$ cat src/pkg/operand_decode_pkg.sv
/*
 * Shared types and constants for the operand format decoder: field positions,
 * format codes, operand meanings and the structs carried on its two ports.
 * Assumes an upstream opcode decoder names the format and the row within it.
 */
package operand_decode_pkg;

    // ****************************************************************
    // Field layout
    // ****************************************************************
    localparam int WORD_W = 16;
    localparam int REG_W = 4;
    localparam int DISP_W = 12;
    localparam int IMM_W = 8;
    localparam int VAR_W = 3;
    localparam int HI_NIB_LSB = 8;
    localparam int MID_NIB_LSB = 4;
    localparam int LO_NIB_LSB = 0;
    localparam int BYTE_LSB = 0;
    localparam int D12_LSB = 0;
    localparam logic [REG_W-1:0] REG_ZERO = 4'h0;
    localparam logic [3:0] DISP_BITS_NONE = 4'h0;
    localparam logic [3:0] DISP_BITS_4 = 4'h4;
    localparam logic [3:0] DISP_BITS_8 = 4'h8;
    localparam logic [3:0] DISP_BITS_12 = 4'hC;
    localparam logic [1:0] RST_SYNC_CLEAR = 2'h0;

    // ****************************************************************
    // Row selectors within a format
    // ****************************************************************
    localparam logic [VAR_W-1:0] ROW_0 = 3'h0;
    localparam logic [VAR_W-1:0] ROW_1 = 3'h1;
    localparam logic [VAR_W-1:0] ROW_2 = 3'h2;
    localparam logic [VAR_W-1:0] ROW_3 = 3'h3;
    localparam logic [VAR_W-1:0] ROW_4 = 3'h4;
    localparam logic [VAR_W-1:0] ROW_5 = 3'h5;

    // ****************************************************************
    // Enumerations
    // ****************************************************************
    typedef enum logic [3:0] {
        FMT_ZERO = 4'h0,
        FMT_N = 4'h1,
        FMT_M = 4'h2,
        FMT_NM = 4'h3,
        FMT_MD = 4'h4,
        FMT_ND4 = 4'h5,
        FMT_NMD = 4'h6,
        FMT_D = 4'h7,
        FMT_D12 = 4'h8,
        FMT_ND8 = 4'h9,
        FMT_I = 4'hA,
        FMT_NI = 4'hB
    } format_e;

    typedef enum logic [3:0] {
        OPD_NONE = 4'h0,
        OPD_DIRECT = 4'h1,
        OPD_INDIRECT = 4'h2,
        OPD_POST_INC = 4'h3,
        OPD_PRE_DEC = 4'h4,
        OPD_INDEXED_ZERO = 4'h5,
        OPD_REG_DISP = 4'h6,
        OPD_GBASE_DISP = 4'h7,
        OPD_PC_DISP = 4'h8,
        OPD_PC_REL = 4'h9,
        OPD_PC_REL_REG = 4'hA,
        OPD_IMMEDIATE = 4'hB,
        OPD_CTRL_SYS = 4'hC,
        OPD_ACCUM = 4'hD,
        OPD_GBASE_INDEXED = 4'hE,
        OPD_TRAP = 4'hF
    } operand_e;

    // ****************************************************************
    // Port carriers
    // ****************************************************************
    typedef struct packed {
        logic valid;
        logic [WORD_W-1:0] word;
        format_e fmt;
        logic [VAR_W-1:0] row;
    } fetch_s;

    typedef struct packed {
        operand_e kind;
        logic [REG_W-1:0] num;
    } operand_s;

    typedef struct packed {
        logic valid;
        logic illegal;
        format_e fmt;
        operand_s src;
        operand_s src2;
        operand_s dst;
        logic [3:0] disp_bits;
        logic [DISP_W-1:0] disp;
        logic [IMM_W-1:0] imm;
    } decode_s;

endpackage

$ cat src/hw/operand_format_decoder.sv
/*
 * Operand format decoder for 16-bit instruction words. Takes a word with its
 * format and row from the fetch side and, one clock later, presents register
 * numbers, displacement, immediate and operand meanings to the execute stage.
 * Assumes the execute stage accepts one result every cycle; there is no stall.
 */
// Operation
// - Register-pair words give the destination from bits 11..8 and the source from 7..4.
// - Source-displacement words give the base register from bits 7..4 and a 4-bit offset.
// - Short store words give the base from bits 7..4, a 4-bit offset, register zero as source.
// - Three-field words give two registers from 11..8 and 7..4 and a 4-bit offset.
// - Byte-offset words use the low byte relative to the global base or the program counter.
// - Long branch words use the low twelve bits as a program-counter-relative offset.
// - Register-load words give the destination from 11..8 and a PC-relative low byte.
// - Immediate words give the low byte to register zero, global base memory or a trap.
// - Register-immediate words give the destination from 11..8 and the low byte as data.
// - Single-source words can name a register holding a far branch offset from the PC.
// - Multiply-accumulate uses both fields as post-increment sources into the accumulator.
// - Single-source words allow a post-increment load into a control or system register.
`timescale 1ns/100ps

module operand_format_decoder
    import operand_decode_pkg::*;
(
    input wire logic clk,
    input wire logic nrst,
    input wire fetch_s fetch,
    output decode_s decoded
);

    // ****************************************************************
    // Reset release
    // ****************************************************************
    logic [1:0] rst_sync_q;
    logic rst_n_sync;

    always_ff @(posedge clk or negedge nrst) begin
        if (!nrst) begin
            rst_sync_q <= RST_SYNC_CLEAR;
        end else begin
            rst_sync_q <= {rst_sync_q[0], 1'b1};
        end
    end

    assign rst_n_sync = rst_sync_q[1];

    // ****************************************************************
    // Helpers
    // ****************************************************************
    function automatic logic [REG_W-1:0] nib(input logic [WORD_W-1:0] w, input int lsb);
        logic [WORD_W-1:0] sh;
        sh = w >> lsb;
        return sh[REG_W-1:0];
    endfunction

    function automatic operand_s opnd(input operand_e kind, input logic [REG_W-1:0] num);
        operand_s o;
        o.kind = kind;
        o.num = num;
        return o;
    endfunction

    // Displacements leave here zero-extended; scaling and sign extension
    // belong to the address stage, which knows the access size.
    function automatic decode_s decode_word(input fetch_s f);
        decode_s r;
        logic [REG_W-1:0] hi;
        logic [REG_W-1:0] mid;
        logic [REG_W-1:0] lo;
        logic [WORD_W-1:0] sh;
        logic [IMM_W-1:0] low_byte;
        r = '0;
        hi = nib(f.word, HI_NIB_LSB);
        mid = nib(f.word, MID_NIB_LSB);
        lo = nib(f.word, LO_NIB_LSB);
        sh = f.word >> BYTE_LSB;
        low_byte = sh[IMM_W-1:0];
        r.valid = f.valid;
        r.fmt = f.fmt;
        case (f.fmt)
            FMT_ZERO: begin
                r.illegal = (f.row != ROW_0);
            end
            FMT_N: begin
                r.dst = opnd(OPD_DIRECT, hi);
                case (f.row)
                    ROW_0: ;
                    ROW_1: r.src = opnd(OPD_CTRL_SYS, REG_ZERO);
                    ROW_2: begin
                        r.src = opnd(OPD_CTRL_SYS, REG_ZERO);
                        r.dst = opnd(OPD_PRE_DEC, hi);
                    end
                    default: r.illegal = 1'b1;
                endcase
            end
            FMT_M: begin
                case (f.row)
                    ROW_0: begin
                        r.src = opnd(OPD_DIRECT, hi);
                        r.dst = opnd(OPD_CTRL_SYS, REG_ZERO);
                    end
                    ROW_1: begin
                        r.src = opnd(OPD_POST_INC, hi);
                        r.dst = opnd(OPD_CTRL_SYS, REG_ZERO);
                    end
                    ROW_2: r.src = opnd(OPD_INDIRECT, hi);
                    ROW_3: r.src = opnd(OPD_PC_REL_REG, hi);
                    default: r.illegal = 1'b1;
                endcase
            end
            FMT_NM: begin
                r.src = opnd(OPD_DIRECT, mid);
                r.dst = opnd(OPD_DIRECT, hi);
                case (f.row)
                    ROW_0: ;
                    ROW_1: r.dst = opnd(OPD_INDIRECT, hi);
                    ROW_2: begin
                        r.src = opnd(OPD_POST_INC, mid);
                        r.src2 = opnd(OPD_POST_INC, hi);
                        r.dst = opnd(OPD_ACCUM, REG_ZERO);
                    end
                    ROW_3: r.src = opnd(OPD_POST_INC, mid);
                    ROW_4: r.dst = opnd(OPD_PRE_DEC, hi);
                    ROW_5: r.dst = opnd(OPD_INDEXED_ZERO, hi);
                    default: r.illegal = 1'b1;
                endcase
            end
            FMT_MD: begin
                r.src = opnd(OPD_REG_DISP, mid);
                r.dst = opnd(OPD_DIRECT, REG_ZERO);
                r.disp_bits = DISP_BITS_4;
                r.disp = DISP_W'(lo);
                r.illegal = (f.row != ROW_0);
            end
            FMT_ND4: begin
                r.src = opnd(OPD_DIRECT, REG_ZERO);
                r.dst = opnd(OPD_REG_DISP, mid);
                r.disp_bits = DISP_BITS_4;
                r.disp = DISP_W'(lo);
                r.illegal = (f.row != ROW_0);
            end
            FMT_NMD: begin
                r.disp_bits = DISP_BITS_4;
                r.disp = DISP_W'(lo);
                case (f.row)
                    ROW_0: begin
                        r.src = opnd(OPD_DIRECT, mid);
                        r.dst = opnd(OPD_REG_DISP, hi);
                    end
                    ROW_1: begin
                        r.src = opnd(OPD_REG_DISP, mid);
                        r.dst = opnd(OPD_DIRECT, hi);
                    end
                    default: r.illegal = 1'b1;
                endcase
            end
            FMT_D: begin
                r.disp_bits = DISP_BITS_8;
                r.disp = DISP_W'(low_byte);
                case (f.row)
                    ROW_0: begin
                        r.src = opnd(OPD_GBASE_DISP, REG_ZERO);
                        r.dst = opnd(OPD_DIRECT, REG_ZERO);
                    end
                    ROW_1: begin
                        r.src = opnd(OPD_DIRECT, REG_ZERO);
                        r.dst = opnd(OPD_GBASE_DISP, REG_ZERO);
                    end
                    ROW_2: begin
                        r.src = opnd(OPD_PC_DISP, REG_ZERO);
                        r.dst = opnd(OPD_DIRECT, REG_ZERO);
                    end
                    ROW_3: r.src = opnd(OPD_PC_REL, REG_ZERO);
                    default: r.illegal = 1'b1;
                endcase
            end
            FMT_D12: begin
                r.src = opnd(OPD_PC_REL, REG_ZERO);
                r.disp_bits = DISP_BITS_12;
                r.disp = sh[DISP_W-1:0] >> D12_LSB;
                r.illegal = (f.row != ROW_0);
            end
            FMT_ND8: begin
                r.src = opnd(OPD_PC_DISP, REG_ZERO);
                r.dst = opnd(OPD_DIRECT, hi);
                r.disp_bits = DISP_BITS_8;
                r.disp = DISP_W'(low_byte);
                r.illegal = (f.row != ROW_0);
            end
            FMT_I: begin
                r.src = opnd(OPD_IMMEDIATE, REG_ZERO);
                r.imm = low_byte;
                case (f.row)
                    ROW_0: r.dst = opnd(OPD_GBASE_INDEXED, REG_ZERO);
                    ROW_1: r.dst = opnd(OPD_DIRECT, REG_ZERO);
                    ROW_2: r.src = opnd(OPD_TRAP, REG_ZERO);
                    default: r.illegal = 1'b1;
                endcase
            end
            FMT_NI: begin
                r.src = opnd(OPD_IMMEDIATE, REG_ZERO);
                r.dst = opnd(OPD_DIRECT, hi);
                r.imm = low_byte;
                r.illegal = (f.row != ROW_0);
            end
            default: r.illegal = 1'b1;
        endcase
        return r;
    endfunction

    // ****************************************************************
    // State
    // ****************************************************************
    // Fields hold their last value while no word is offered, so the execute
    // stage may sample them late; only valid drops.
    decode_s state_q;
    decode_s state_d;

    always_comb begin
        state_d = state_q;
        state_d.valid = 1'b0;
        if (fetch.valid) begin
            state_d = decode_word(fetch);
        end
    end

    always_ff @(posedge clk or negedge rst_n_sync) begin
        if (!rst_n_sync) begin
            state_q <= '0;
        end else begin
            state_q <= state_d;
        end
    end

    assign decoded = state_q;

endmodule // operand_format_decoder

$ cat config.mk
export PLATFORM = sky130hd
export DESIGN_NAME = operand_format_decoder
export DESIGN_NICKNAME = d
export VERILOG_FILES = /design/src/pkg/operand_decode_pkg.sv /design/src/hw/operand_format_decoder.sv
export SDC_FILE = /design/constraint.sdc
export NUM_CORES = 1
export LEC_CHECK = 0
export ABC_AREA = 1
export BUFFER_PORTS_ARGS = -buffer_cell sky130_fd_sc_hd__buf_2
export CORE_UTILIZATION = 45
export DETAILED_ROUTE_END_ITERATION = 6
export PLACE_DENSITY = 0.8
export REMOVE_ABC_BUFFERS = 1
export SYNTH_ARGS = -nofsm -noshare
export SYNTH_HDL_FRONTEND = slang
export SYNTH_SLANG_ARGS = --single-unit
$ cat constraint.sdc
create_clock -name clk -period 1.8 [get_ports clk]
set_clock_uncertainty 0.2 [all_clocks]
set_input_delay 0.09 -clock clk [delete_from_list [all_inputs] [get_ports clk]]
set_output_delay 0.09 -clock clk [all_outputs]
set_load 0.005 [all_outputs]
==> results.cfg <==
[setup_path]
crit_family = buffers and inverters
crit_required_ps = 1800
critPathLaunchType = input port
worstSetupEndpointType = flip-flop
path_cells = dlygate4sd3_1 -> buf_2 -> inv_1 -> nand2_2 -> inv_1 -> a21oi_2 -> nand2_1 -> inv_1 -> o21ai_1
cpPeakStageDelay_ps = 520
slowest_stage = dlygate4sd3_1
path_buf_inv = 5
path_class = in2reg
cp.arrival_ps = 1670
crit_fanout = 7
critPathMostFrequentCell = inv_1

[detailed_routing]
vias = 2670
viasPerCell = 5.04
wl_per_cell_um = 13.1
firstDrtPassIters = 4
drc = 0
ant_nets = 0
drt_wl_total_mm = 6.94
first_iter_violations = 179

[grt]
grt_pass1_wl_mm = 11.6
grt_pass1_vias = 2528
antenna_found_initial = 0
grt-ovfl-total = 0
grt_usage = 0.239
grt_max_degree = 50

[final_layout]
regArea_um2 = 1280
finalNetCount = 483
fin_util = 0.607
multiInputGateArea_um2 = 1190
num-fill-cells = 538
diodes = 0
drive_gt1_frac = 0.231
synthToLayoutAreaGrowth_pct = 27.7
final_cell_mix = nand2_1, buf_2, dfrtp_1
final_common_cell = nand2_1

[die]
io_pins = 80
die_area_um2 = 6200
start_util = 0.475
die_h_um = 78.7
rows = 27
die_w_um = 78.7
core_um2 = 5570

[timing]
period_needed_ps = 1670
fmax_ghz = 0.598
hold_viol = 0
maxSlewViolCount = 0
fin_tns_setup_ps = 0
setup_violations = 0
period_share = 0.929

[logic_synthesis]
synth_top_area_cell = dfrtp_1
avgSynthCellArea_um2 = 7.22
ys_types = 21
syn_area_um2 = 2650
synth_top_area_share = 0.482
synth_seq_cells = 51
ys_seq_area_frac = 0.482
synth_warnings = 0
synth.area.top_cells = dfrtp_1, nand2_1, o21ai_0
netlist_instances = 367

[cts]
htreeDepth = 2
clock_latency_ps = 300
clockBufferDepth = 2
cts.clk_slew.worst_paths_ps = 90
cts_buffers = 5
clockRootBuffer = clkbuf_8
clock-sinks = 51
tritoncts = done

[place]
io_buffers = 71
post-dp-hpwl_mm = 4.93
gp_congestion = 0.906

[job]
maxCapViolCount = 0

[hold_path]
hp-class = reg2async

[pwr]
p_leak_nw = 1.94
power-per-cell-area_nw_per_um2 = 724
ir_drop_mv = 0.388
finalPower_mw = 2.45

[run_status]
status = complete, no violations
## kinds of logic (layout without fill, tap and decap cells)
| kind of cell | after synthesis | in the layout | synth area share |
|---|---|---|---|
| other | 2 | 5 | 0.00284 |
| DFF | 51 | 51 | 0.482 |
| and+or+nand+nor | 221 | 221 | 0.343 |
| AOI/OAI and AO/OA | 50 | 50 | 0.100 |
| buffers and inverters | 43 | 131 | 0.0723 |
## cells in the mapped netlist
library cell and instances:
o21ai_0 28, buf_4 7, a21oi_1 4, nand2_1 166
inv_2 6, nor2_4 3, o31ai_1 4, nand3_1 20
buf_2 3, clkbuf_1 7, inv_1 20, nor2_2 3
a21oi_2 1, nand2_2 3, nor3_1 3, a31oi_1 1
o21ai_1 12, conb_1 2, dfrtp_1 51, nand3_2 2
nor2_1 21
## flip-flops by register name, indices dropped and copies added, names as in the netlist
name / flops
decoded: 49
rst_sync_q: 2
## where the power goes
| part | leakage, nW | internal, mW | switching, mW |
|---|---|---|---|
| clock network | 0.0581 | 0.414 | 0.390 |
| logic | 1.20 | 0.158 | 0.242 |
| registers | 0.676 | 1.21 | 0.0341 |
| total | 1.94 | 1.78 | 0.667 |
## layout make-up
class	count	area share
Timing Repair Buffer	97	0.180
Clock inverter	3	0.0129
Clock buffer	5	0.0203
Tap cell	72	0.0266
Multi-Input combinational cell	276	0.353
Inverter	26	0.0288
Sequential cell	51	0.378
## repair_timing
| action | in CTS | in global routing |
|---|---|---|
| hold endpoints to repair | 40 | 0 |
| resized for setup | 0 | 1 |
| endpoints found under the setup margin | 0 | 7 |
| hold buffers | 19 | 0 |
| setup buffers | 0 | 1 |
## layer usage
| layer | vias to the layer above | global-route usage | routed length [um] |
|---|---|---|---|
| li1 | 1324 | - | - |
| met1 | 1237 | 0.318 | 3140 |
| met2 | 105 | 0.398 | 3360 |
| met3 | 4 | 0.0379 | 406 |
| met4 | 0 | 0.0759 | 30 |
| met5 | - | 0 | 0 |
## path summary, 6_finish.rpt
check                              start       endpoint  slack [ps]  cells after the start
setup / recovery                fetch[5]    decoded[10]         130                      9
hold / removal             rst_sync_q[1]    decoded[23]          50                      1
setup reg to reg             decoded[14]    decoded[14]         940                      2
hold reg to reg            rst_sync_q[1]    decoded[23]          50                      1
max in group asynchronous           nrst  rst_sync_q[1]         850                      3
min in group clk                fetch[1]    decoded[28]         110                      7
## per-stage QoR
| stage | instances | setup slack (ps) | hold slack [ps] | area (um2) |
|---|---|---|---|---|
| after global routing | 530 | -7.29 | 84.9 | 3380 |
| after CTS | 529 | 126 | 64.9 | 3370 |
| after global placement | 502 | 381 | -323 | 3070 |
| final | 530 | 129 | 45.6 | 3380 |
| after floorplan | 353 | 75.2 | -406 | 2570 |
| after detailed placement | 502 | 345 | -321 | 3070 |
## worst register-to-register path, delay by kind of cell (launching register included)
kind	cells	cell delay, ps
AO/OA/AOI/OAI	1	80
AND/OR/NAND/NOR	1	60
flip-flops	1	400
Power figures use the tool's default switching activity.
